File: src/verilog/dht_defs.svh
// offsets, field positions, reset values for the dual half timer
// assumes a 32-bit word bus, one aligned word per register
`ifndef DHT_DEFS_SVH
`define DHT_DEFS_SVH

// number of timer blocks, each with two halves
`define DHT_NBLK 3

// byte offsets inside one block; a block spans 32 bytes
`define DHT_OFF_CFG 5'h00
`define DHT_OFF_LOAD_A 5'h04
`define DHT_OFF_LOAD_B 5'h08
`define DHT_OFF_MATCH_A 5'h0C
`define DHT_OFF_MATCH_B 5'h10
`define DHT_OFF_VAL_A 5'h14
`define DHT_OFF_VAL_B 5'h18
`define DHT_OFF_STAT 5'h1C

// configuration register fields
`define DHT_CFG_JOIN 1:0
`define DHT_CFG_MODE_A_LSB 2
`define DHT_CFG_MODE_B_LSB 5
`define DHT_CFG_EN_A 8
`define DHT_CFG_STALL_A 10
`define DHT_CFG_INV_A 12

// load register: prescale byte above the 16-bit reload value
`define DHT_LOAD_PRESC 23:16
`define DHT_LOAD_VAL 15:0

// status bits: half a, half b, joined counter
`define DHT_STAT_J32 2

`define DHT_CFG_RST 16'h0000
`define DHT_LOAD_RST 24'h00_0000
`define DHT_MATCH_RST 16'h0000

`endif

File: src/verilog/dht_pkg.sv
// types shared by the dual half timer modules
// assumes dht_defs.svh is on the include path
`include "dht_defs.svh"

package dht_pkg;

  typedef enum logic [2:0] {DHT_ONESHOT, DHT_PERIODIC, DHT_EDGE_CNT, DHT_EDGE_TIME, DHT_PWM} dht_mode_t;

  typedef enum logic [1:0] {DHT_SPLIT, DHT_JOINED, DHT_RTC} dht_join_t;

  typedef struct packed {
    logic [7:0] pcnt;
    logic [15:0] cnt;
    logic [15:0] cap;
    logic done;
    logic flag;
    logic pwm;
  } dht_half_t;

  typedef struct packed {
    logic [`DHT_NBLK-1:0][15:0] cfg;
    logic [`DHT_NBLK-1:0][23:0] load_a;
    logic [`DHT_NBLK-1:0][23:0] load_b;
    logic [`DHT_NBLK-1:0][15:0] match_a;
    logic [`DHT_NBLK-1:0][15:0] match_b;
    logic [`DHT_NBLK-1:0][31:0] cnt32;
    logic [`DHT_NBLK-1:0] done32;
    logic [`DHT_NBLK-1:0][2:0] stat;
    logic wpend;
    logic [7:0] waddr;
    logic rd_pend;
    logic [7:0] raddr;
    logic [31:0] rdata;
    logic hready;
    logic [2*`DHT_NBLK-1:0] ccp_out;
    logic [2*`DHT_NBLK-1:0] ccp_oe;
  } dht_top_t;

endpackage

File: src/verilog/dht_edge.sv
// rising edge detector for pin inputs, one-cycle pulse per edge
// assumes inputs already synchronous to mclk
`timescale 1ns/1ps

module dht_edge #(
  parameter int W = 7
) (
  input wire logic mclk,
  input wire logic nrst,
  input wire logic [W-1:0] din,
  output logic [W-1:0] rise
);

  typedef struct packed {
    logic [W-1:0] prev;
    logic [W-1:0] rise;
  } dht_edge_t;

  dht_edge_t s_q;
  dht_edge_t s_d;

  // compare with last sample
  always_comb begin
    s_d = s_q;
    s_d.prev = din;
    s_d.rise = din & ~s_q.prev;
  end

  always_ff @(posedge mclk) begin
    if (!nrst) begin
      s_q <= '0;
    end else begin
      s_q <= s_d;
    end
  end

  assign rise = s_q.rise;

endmodule

File: src/verilog/dht_half.sv
// one 16-bit timer half: prescaled timer, edge count, edge time, pwm
// assumes edge_p is a one-cycle pulse and config held while enabled
`timescale 1ns/1ps

module dht_half
  import dht_pkg::*;
(
  input wire logic mclk,
  input wire logic nrst,
  input wire logic en,
  input wire dht_mode_t mode,
  input wire logic stall,
  input wire logic halt,
  input wire logic inv,
  input wire logic edge_p,
  input wire logic [15:0] load,
  input wire logic [7:0] presc,
  input wire logic [15:0] match,
  output logic [15:0] value,
  output logic flag,
  output logic pwm
);

  dht_half_t s_q;
  dht_half_t s_d;
  logic tmode;
  logic pause;

  assign tmode = (mode == DHT_ONESHOT) || (mode == DHT_PERIODIC);
  assign pause = stall && halt && tmode;

  // next state of the half
  always_comb begin
    s_d = s_q;
    s_d.flag = 1'b0;
    if (!en) begin
      s_d.cnt = load;
      s_d.pcnt = presc;
      s_d.done = 1'b0;
      s_d.pwm = inv;
    end else if (!pause) begin
      case (mode)
        DHT_ONESHOT, DHT_PERIODIC: begin
          if (s_q.pcnt != 8'h00) begin
            s_d.pcnt = s_q.pcnt - 8'h01;
          end else begin
            s_d.pcnt = presc;
            if (!s_q.done) begin
              if (s_q.cnt == 16'h0000) begin
                s_d.flag = 1'b1;
                if (mode == DHT_PERIODIC) begin
                  s_d.cnt = load;
                end else begin
                  s_d.done = 1'b1;
                end
              end else begin
                s_d.cnt = s_q.cnt - 16'h0001;
              end
            end
          end
        end
        DHT_EDGE_CNT: begin
          if (edge_p) begin
            if (s_q.cnt == match) begin
              s_d.flag = 1'b1;
              s_d.cnt = load;
            end else begin
              s_d.cnt = s_q.cnt - 16'h0001;
            end
          end
        end
        DHT_EDGE_TIME: begin
          s_d.cnt = (s_q.cnt == 16'h0000) ? load : s_q.cnt - 16'h0001;
          if (edge_p) begin
            s_d.cap = s_q.cnt;
            s_d.flag = 1'b1;
          end
        end
        DHT_PWM: begin
          s_d.cnt = (s_q.cnt == 16'h0000) ? load : s_q.cnt - 16'h0001;
          s_d.pwm = (s_q.cnt > match) ^ inv;
        end
        default: begin
          s_d.cnt = s_q.cnt;
        end
      endcase
    end
  end

  always_ff @(posedge mclk) begin
    if (!nrst) begin
      s_q <= '0;
    end else begin
      s_q <= s_d;
    end
  end

  // capture value shown in edge time mode
  assign value = (mode == DHT_EDGE_TIME) ? s_q.cap : s_q.cnt;
  assign flag = s_q.flag;
  assign pwm = s_q.pwm;

  AST_ONESHOT_STOP: assert property (@(posedge mclk) disable iff (!nrst)
    (s_q.done && en && mode == DHT_ONESHOT) ##1 en |-> !s_q.flag && s_q.cnt == 16'h0000)
    else $error("one-shot half kept counting");
  AST_PERIODIC_RELOAD: assert property (@(posedge mclk) disable iff (!nrst)
    (s_q.flag && $past(en) && $past(mode) == DHT_PERIODIC) |-> s_q.cnt == $past(load))
    else $error("periodic half did not reload");
  AST_STALL_HOLD: assert property (@(posedge mclk) disable iff (!nrst)
    (en && pause) |=> $stable(s_q.cnt) && !s_q.flag)
    else $error("half counted while stalled");
  AST_CAPTURE: assert property (@(posedge mclk) disable iff (!nrst)
    (en && mode == DHT_EDGE_TIME && edge_p) |=> s_q.flag && s_q.cap == $past(s_q.cnt))
    else $error("edge time not captured");
  AST_PWM_LEVEL: assert property (@(posedge mclk) disable iff (!nrst)
    (en && mode == DHT_PWM) ##1 (en && mode == DHT_PWM && $stable(inv) && $stable(match))
    |-> pwm == (($past(s_q.cnt) > match) ^ inv))
    else $error("pwm level or polarity wrong");
  AST_PRESCALE: assert property (@(posedge mclk) disable iff (!nrst)
    (en && tmode && !pause && s_q.pcnt != 8'h00) |=> $stable(s_q.cnt) && !s_q.flag)
    else $error("counter moved between prescale ticks");

endmodule

File: src/verilog/dht_top.sv
// three dual half timer blocks behind an ahb-lite register slave
// assumes one master, word transfers, pins synchronous to mclk
//
// Functional notes
// - Three identical blocks each hold two 16-bit halves that run alone as timer or event counter.
// - A block can join its halves into one 32-bit timer or one 32-bit real-time counter.
// - The joined timer offers one-shot, periodic and real-time counting.
// - A 16-bit half offers one-shot and periodic counting behind an 8-bit prescaler.
// - A 16-bit half can instead capture events on its pin or drive a pwm output.
// - The blocks count or time edges applied to the timer input pins.
// - Pwm mode drives a simple waveform on the pin whose polarity software can invert.
// - Real-time mode counts an outside 32.768 kHz clock input that the outside must supply.
// - When enabled, one-shot and periodic counting stalls while the processor halt flag is set.
// - Capture either counts input edges or records the time of an input edge.
`timescale 1ns/1ps
`include "dht_defs.svh"

module dht_top
  import dht_pkg::*;
(
  input wire logic mclk,
  input wire logic nrst,
  input wire logic hsel,
  input wire logic [31:0] haddr,
  input wire logic [1:0] htrans,
  input wire logic hwrite,
  input wire logic [2:0] hsize,
  input wire logic [31:0] hwdata,
  input wire logic hready,
  output logic hreadyout,
  output logic [31:0] hrdata,
  output logic hresp,
  input wire logic cpu_halt,
  input wire logic rtc_clk_in,
  input wire logic [2*`DHT_NBLK-1:0] ccp_in,
  output logic [2*`DHT_NBLK-1:0] ccp_out,
  output logic [2*`DHT_NBLK-1:0] ccp_oe
);

  localparam int NH = 2 * `DHT_NBLK;

  dht_top_t s_q;
  dht_top_t s_d;
  logic [NH:0] rise;
  logic [NH-1:0][15:0] hv;
  logic [NH-1:0] hf;
  logic [NH-1:0] hp;
  logic acc;

  // ------------------------------------------------------------
  // address decode helper
  // ------------------------------------------------------------

  // word lies inside an existing block
  function automatic logic dht_blk_ok(input logic [7:0] a);
    dht_blk_ok = (a[7:5] < 3'(`DHT_NBLK));
  endfunction

  // ------------------------------------------------------------
  // pin edges and the timer halves
  // ------------------------------------------------------------

  // pin edges, rtc input on top bit
  dht_edge #(
    .W(NH + 1)
  ) u_edge (
    .mclk(mclk),
    .nrst(nrst),
    .din({rtc_clk_in, ccp_in}),
    .rise(rise)
  );

  for (genvar i = 0; i < NH; i++) begin : g_half
    localparam int B = i / 2;
    localparam int H = i % 2;
    localparam int MB = (H == 0) ? `DHT_CFG_MODE_A_LSB : `DHT_CFG_MODE_B_LSB;
    logic [23:0] ld;
    logic [15:0] mt;
    assign ld = (H == 0) ? s_q.load_a[B] : s_q.load_b[B];
    assign mt = (H == 0) ? s_q.match_a[B] : s_q.match_b[B];
    dht_half u_half (
      .mclk(mclk),
      .nrst(nrst),
      .en(s_q.cfg[B][`DHT_CFG_EN_A + H] && s_q.cfg[B][`DHT_CFG_JOIN] == DHT_SPLIT),
      .mode(dht_mode_t'(s_q.cfg[B][MB +: 3])),
      .stall(s_q.cfg[B][`DHT_CFG_STALL_A + H]),
      .halt(cpu_halt),
      .inv(s_q.cfg[B][`DHT_CFG_INV_A + H]),
      .edge_p(rise[i]),
      .load(ld[`DHT_LOAD_VAL]),
      .presc(ld[`DHT_LOAD_PRESC]),
      .match(mt),
      .value(hv[i]),
      .flag(hf[i]),
      .pwm(hp[i])
    );
  end

  // ------------------------------------------------------------
  // bus, registers and joined counters
  // ------------------------------------------------------------

  // transfer taken in its address phase
  assign acc = hsel && htrans[1] && hready;

  always_comb begin
    logic [NH-1:0][2:0] clr;
    logic [2:0] set;
    logic [31:0] ld32;
    logic [31:0] mt32;
    logic [31:0] inc;
    logic j32;
    logic spl;
    dht_join_t jm;
    dht_mode_t m;
    clr = '0;
    set = '0;
    ld32 = '0;
    mt32 = '0;
    inc = '0;
    j32 = 1'b0;
    spl = 1'b0;
    jm = DHT_SPLIT;
    m = DHT_ONESHOT;
    s_d = s_q;

    // address phase: writes need no wait, reads take one
    s_d.wpend = acc && hwrite;
    s_d.waddr = haddr[7:0];
    if (acc && !hwrite) begin
      s_d.rd_pend = 1'b1;
      s_d.raddr = haddr[7:0];
      s_d.hready = 1'b0;
    end

    // read data from settled registers; unmapped reads zero
    if (s_q.rd_pend) begin
      s_d.rd_pend = 1'b0;
      s_d.hready = 1'b1;
      s_d.rdata = 32'h0000_0000;
      for (int b = 0; b < `DHT_NBLK; b++) begin
        j32 = s_q.cfg[b][`DHT_CFG_JOIN] != DHT_SPLIT;
        if (dht_blk_ok(s_q.raddr) && s_q.raddr[7:5] == 3'(b)) begin
          if (s_q.raddr[4:0] == `DHT_OFF_CFG) begin
            s_d.rdata = {16'h0000, s_q.cfg[b]};
          end else if (s_q.raddr[4:0] == `DHT_OFF_LOAD_A) begin
            s_d.rdata = {8'h00, s_q.load_a[b]};
          end else if (s_q.raddr[4:0] == `DHT_OFF_LOAD_B) begin
            s_d.rdata = {8'h00, s_q.load_b[b]};
          end else if (s_q.raddr[4:0] == `DHT_OFF_MATCH_A) begin
            s_d.rdata = {16'h0000, s_q.match_a[b]};
          end else if (s_q.raddr[4:0] == `DHT_OFF_MATCH_B) begin
            s_d.rdata = {16'h0000, s_q.match_b[b]};
          end else if (s_q.raddr[4:0] == `DHT_OFF_VAL_A) begin
            s_d.rdata = {16'h0000, j32 ? s_q.cnt32[b][15:0] : hv[2*b]};
          end else if (s_q.raddr[4:0] == `DHT_OFF_VAL_B) begin
            s_d.rdata = {16'h0000, j32 ? s_q.cnt32[b][31:16] : hv[2*b+1]};
          end else if (s_q.raddr[4:0] == `DHT_OFF_STAT) begin
            s_d.rdata = {29'h0000_0000, s_q.stat[b]};
          end
        end
      end
    end

    // data phase of a write; unmapped writes are dropped
    if (s_q.wpend && dht_blk_ok(s_q.waddr)) begin
      for (int b = 0; b < `DHT_NBLK; b++) begin
        if (s_q.waddr[7:5] == 3'(b)) begin
          if (s_q.waddr[4:0] == `DHT_OFF_CFG) begin
            s_d.cfg[b] = hwdata[15:0];
          end else if (s_q.waddr[4:0] == `DHT_OFF_LOAD_A) begin
            s_d.load_a[b] = hwdata[23:0];
          end else if (s_q.waddr[4:0] == `DHT_OFF_LOAD_B) begin
            s_d.load_b[b] = hwdata[23:0];
          end else if (s_q.waddr[4:0] == `DHT_OFF_MATCH_A) begin
            s_d.match_a[b] = hwdata[15:0];
          end else if (s_q.waddr[4:0] == `DHT_OFF_MATCH_B) begin
            s_d.match_b[b] = hwdata[15:0];
          end else if (s_q.waddr[4:0] == `DHT_OFF_STAT) begin
            clr[b] = hwdata[2:0];
          end
        end
      end
    end

    // joined counter per block
    for (int b = 0; b < `DHT_NBLK; b++) begin
      jm = dht_join_t'(s_q.cfg[b][`DHT_CFG_JOIN]);
      m = dht_mode_t'(s_q.cfg[b][`DHT_CFG_MODE_A_LSB +: 3]);
      ld32 = {s_q.load_b[b][`DHT_LOAD_VAL], s_q.load_a[b][`DHT_LOAD_VAL]};
      mt32 = {s_q.match_b[b], s_q.match_a[b]};
      inc = s_q.cnt32[b] + 32'h0000_0001;
      set = '0;
      if (jm == DHT_SPLIT || !s_q.cfg[b][`DHT_CFG_EN_A]) begin
        s_d.cnt32[b] = ld32;
        s_d.done32[b] = 1'b0;
      end else if (jm == DHT_RTC) begin
        if (rise[NH]) begin
          s_d.cnt32[b] = inc;
          set[`DHT_STAT_J32] = (inc == mt32);
        end
      end else if (jm == DHT_JOINED && !(s_q.cfg[b][`DHT_CFG_STALL_A] && cpu_halt) &&
                   !s_q.done32[b] && (m == DHT_ONESHOT || m == DHT_PERIODIC)) begin
        if (s_q.cnt32[b] == 32'h0000_0000) begin
          set[`DHT_STAT_J32] = 1'b1;
          if (m == DHT_PERIODIC) begin
            s_d.cnt32[b] = ld32;
          end else begin
            s_d.done32[b] = 1'b1;
          end
        end else begin
          s_d.cnt32[b] = s_q.cnt32[b] - 32'h0000_0001;
        end
      end
      set[1:0] = {hf[2*b+1], hf[2*b]};
      s_d.stat[b] = (s_q.stat[b] & ~clr[b]) | set;
    end

    // pins driven in pwm mode only
    for (int i = 0; i < NH; i++) begin
      spl = s_q.cfg[i/2][`DHT_CFG_JOIN] == DHT_SPLIT;
      m = dht_mode_t'(s_q.cfg[i/2][((i % 2) * 3 + `DHT_CFG_MODE_A_LSB) +: 3]);
      s_d.ccp_out[i] = hp[i];
      s_d.ccp_oe[i] = spl && s_q.cfg[i/2][`DHT_CFG_EN_A + (i % 2)] && m == DHT_PWM;
    end
  end

  // state register; bus ready out of reset
  always_ff @(posedge mclk) begin
    if (!nrst) begin
      s_q <= '0;
      s_q.hready <= 1'b1;
    end else begin
      s_q <= s_d;
    end
  end

  // outputs straight from the state flops, except hresp, which is tied low
  assign hreadyout = s_q.hready;
  assign hrdata = s_q.rdata;
  assign hresp = 1'b0;
  assign ccp_out = s_q.ccp_out;
  assign ccp_oe = s_q.ccp_oe;

  // ------------------------------------------------------------
  // checks
  // ------------------------------------------------------------

  AST_READ_WAIT: assert property (@(posedge mclk) disable iff (!nrst)
    (acc && !hwrite) |=> !hreadyout ##1 hreadyout)
    else $error("read did not take exactly one wait");
  AST_STAT_SET: assert property (@(posedge mclk) disable iff (!nrst)
    hf[0] |=> s_q.stat[0][0])
    else $error("half flag lost in status");
  // joined checks watch the last block, where joined and real-time use get exercised
  AST_RTC_INC: assert property (@(posedge mclk) disable iff (!nrst)
    (s_q.cfg[2][`DHT_CFG_JOIN] == DHT_RTC && s_q.cfg[2][`DHT_CFG_EN_A] && rise[NH] && !s_d.wpend &&
     !s_q.wpend) |=> s_q.cnt32[2] == $past(s_q.cnt32[2]) + 32'h0000_0001)
    else $error("rtc did not step on slow clock edge");
  AST_J32_EXPIRE: assert property (@(posedge mclk) disable iff (!nrst)
    (s_q.cfg[2][`DHT_CFG_JOIN] == DHT_JOINED && s_q.cfg[2][`DHT_CFG_EN_A] && !cpu_halt && !s_q.done32[2] &&
     (s_q.cfg[2][`DHT_CFG_MODE_A_LSB +: 3] == DHT_ONESHOT ||
      s_q.cfg[2][`DHT_CFG_MODE_A_LSB +: 3] == DHT_PERIODIC) &&
     s_q.cnt32[2] == 32'h0000_0000 && !s_q.wpend)
    |=> s_q.stat[2][`DHT_STAT_J32] &&
    s_q.cnt32[2] == (($past(s_q.cfg[2][`DHT_CFG_MODE_A_LSB +: 3]) == DHT_PERIODIC) ?
    {$past(s_q.load_b[2][15:0]), $past(s_q.load_a[2][15:0])} : 32'h0000_0000))
    else $error("joined timer did not reload or stop and flag");
  AST_JOIN_PINS_OFF: assert property (@(posedge mclk) disable iff (!nrst)
    (s_q.cfg[2][`DHT_CFG_JOIN] != DHT_SPLIT) ##1 (s_q.cfg[2][`DHT_CFG_JOIN] != DHT_SPLIT)
    |-> ##1 ccp_oe[5:4] == 2'b00)
    else $error("pin driven while halves joined");

endmodule

File: config.mk
export PLATFORM = sky130hd
export DESIGN_NAME = dht_top
export DESIGN_NICKNAME = d
export VERILOG_FILES = /design/src/verilog/dht_pkg.sv /design/src/verilog/dht_edge.sv /design/src/verilog/dht_half.sv /design/src/verilog/dht_top.sv
export VERILOG_INCLUDE_DIRS = /design/src /design/src/verilog
export SDC_FILE = /design/constraint.sdc
export NUM_CORES = 2
export LEC_CHECK = 0
export ABC_AREA = 0
export BUFFER_PORTS_ARGS = -buffer_cell sky130_fd_sc_hd__buf_2
export CAP_MARGIN = 25
export CELL_PAD_IN_SITES_DETAIL_PLACEMENT = 0
export CELL_PAD_IN_SITES_GLOBAL_PLACEMENT = 1
export CORE_ASPECT_RATIO = 1.25
export CORE_UTILIZATION = 52
export CTS_BUF_LIST = sky130_fd_sc_hd__clkbuf_8
export CTS_CLUSTER_DIAMETER = 50
export DETAILED_ROUTE_END_ITERATION = 10
export PLACE_DENSITY = 0.95
export SLEW_MARGIN = 20
export SYNTH_ARGS = -nofsm -noshare
export SYNTH_HDL_FRONTEND = slang
export SYNTH_SLANG_ARGS = --single-unit
File: constraint.sdc
create_clock -name mclk -period 4.51 [get_ports mclk]
set_input_delay 0.451 -clock mclk [delete_from_list [all_inputs] [get_ports mclk]]
set_output_delay 0.451 -clock mclk [all_outputs]
set_load 0.05 [all_outputs]
==> metrics <==
CTS Buf Count 130; leakage between 15 and 20 nW; Max IR drop VDD ~0.24 mV; total power between 10 and 15 mW; final setup vio count 0; Mapped Cells 6222; H-Tree Depth 4; synth-to-layout area growth 9.071%; Post-CTS Hold Buffers 26; Worst EP required roughly 5.3 ns; share of cells above drive strength 1 0.08922; Worst Skew between 0.03 and 0.04 ns; final antenna-violating net count 0; Hold Crit Class in2reg; largest net degree at the start of global routing roughly 130; Root Buffer clkbuf_8; Initial Util 0.5248; initial antenna violation count 14; area of the multi-input gates 28410 sq um; Critical Path Fanout Max 20; fill count approximately 8400; clock tree buffer depth 3; max_cap viols 0; Worst Setup SP s_q[49]; GRT Util Overall 0.4817; HP Start nrst; detailed placement HPWL 159.1 mm; hold slack roughly 0.029 ns; Worst setup SP type register; most common cell after layout, fill and taps aside nand2_1; Syn Area/Cell around 7.4 sq um; post-route minimum period just under 4 ns; Final Max Tran Viols 0; failing checks DRC; worst-margin pin slew 1.181 ns; WS Path Type reg2reg; crit share post-route 0.8723; TritonCTS clock tree yes; post-route insts no fill 7364; power density over cell area about 280 nW/um^2; relative slew slack 0.2097; RePlAce Congestion roughly 1.1; Mapped Area approximately 46000 sq um; Yosys cell types ~110; Design Area, Final about 50000 sq um; Rows ~120; PortBufs 82; Die Y ~330 microns; ys async rst share 0; vias in the first global route 45480; post-CTS setup buffer count 0; Reg clk slew, reported paths roughly 0.06 ns; RR Startpoint s_q[49]; Die Width about 270 microns; Placed Instances between 7000 and 8000; FF+latch count, synth 723; quantity of gates resized following cts 0; vias per inst 6.820; ys flop type dfxtp_1; unrepaired setup endpoints after global routing false; register area 14480 sq um; drt total wl approximately 220 mm; via count 50220; most frequent cells in the layout 917 x nand2_1, 722 x dfxtp_1, 638 x a21oi_1; critical path arrival roughly 4.7 ns; Pre-antenna DRT Iters 11; Peak Freq between 200 and 300 MHz; Overflow after GRT 0; first-pass GRT wire length 314.7 mm; Routed WL per cell ~30 microns; die area just under 90000 sq um; Final Hold Fails 0; part of the Yosys area used for sequential elements 0.3163; Nets about 6300; # IOs approximately 130; yosys synthesis warning count 0; Placed Instance Area between 40000 and 50000 sq um; number of synthesized flops with an enable pin 0; status finished, violations left; core footprint between 80000 and 90000 sq um; Detailed Route Iter0 Violations 7034; CTS sink cnt between 700 and 800; type of destination of the critical path register; setup_tns 0 ns; DRC Markers 3; Worst-Skew Late Latency slightly below 0.9 ns
## sequential cells by signal (all words and copies together) (netlist names), 7 cells and up
register           count
g_half.ld            144
g_half.u_half.s_q    246
u_edge.s_q             7
hrdata                24
s_q                  174
u_edge.rise            7
g_half.mt             96
## kinds of logic (layout without fill, tap and decap cells)
family / Yosys count / in the layout / synth area share
buffers and inverters: 721 / 678 / 0.06515
AND/OR/NAND/NOR: 2368 / 2368 / 0.2388
XOR/XNOR: 194 / 194 / 0.03759
other: 1 / 18 / 0.00008194
multiplexers: 235 / 235 / 0.05197
AO/OA/AOI/OAI: 1857 / 1857 / 0.2565
adder cells (fa/ha/maj): 123 / 123 / 0.03363
flip-flops: 723 / 723 / 0.3163
## path summary, 6_finish.rpt
check / end / slack, ns / depth (start not counted)
worst min-delay path: s_q[74] / 0.03 / 2
worst max-delay path: hrdata[6] / 0.58 / 9
worst min register to register: u_edge.rise[3] / 0.37 / 1
worst max register to register: hrdata[6] / 0.58 / 9
## area by class of cell
class / count / share of cell area
multi-input combinational: 4786 / 0.5692
sequential: 723 / 0.2900
timing repair buffer: 289 / 0.04381
clock buffer: 149 / 0.04108
tap: 1168 / 0.02928
clock inverter: 72 / 0.01341
inverter: 168 / 0.01278
antenna: 9 / 0.0004512
## metal layers
metal / wire length (microns) / GRT usage / part of all wire / up-vias
met1: 80230 / 0.5716 / 0.36 / 23780
met3: 24520 / 0.1361 / 0.11 / 914
li1: - / - / - / 22270
met2: 93410 / 0.7112 / 0.42 / 3257
met4: 22120 / 0.4142 / 0.10 / 10
met5: 72 / 0 / 0.00033 / -
## where the power goes
part / switching [mW] / internal, mW / total (mW)
Combinational: 0.515 / 0.154 / 0.669
Clock: 3.16 / 3.59 / 6.75
Sequential: 0.0263 / 6.40 / 6.43
## cell usage after synthesis, drive strengths merged, types with 69 or more instances
library cell	n	area [sq um]
a21oi	639	3202
mux2i	223	2232
o21ai	428	2150
clkbuf	440	1663
o22ai	72	450.4
nor2	577	2173
nor4	80	506.7
inv	167	626.9
a221oi	102	893.4
nand2	917	3442
xnor2	135	1182
nor3	167	852.1
nand3	182	923.4
buf	113	688.2
dfxtp	723	14470
and2	69	431.7
ha	123	1539
## worst max-delay path, stage by stage, from the launching register on
cell      delay [ns]
dfxtp_1         0.73
buf_4           0.38
nor3b_1         0.28
o21a_1          0.82
a21oi_1         0.16
a222oi_1        0.55
a22oi_1         0.22
o21ai_1         0.43
nor2_1          0.10
o22ai_1         0.14
## stage by stage
stage	utilization	setup WS [ns]
finish	0.5724	0.5758
global route	0.5722	0.4977
CTS	0.5708	0.8377
detailed placement	0.5366	0.8853
global placement	0.5363	0.8811
floorplan	-	1.621
No activity file was read; power rests on OpenSTA's default activity.
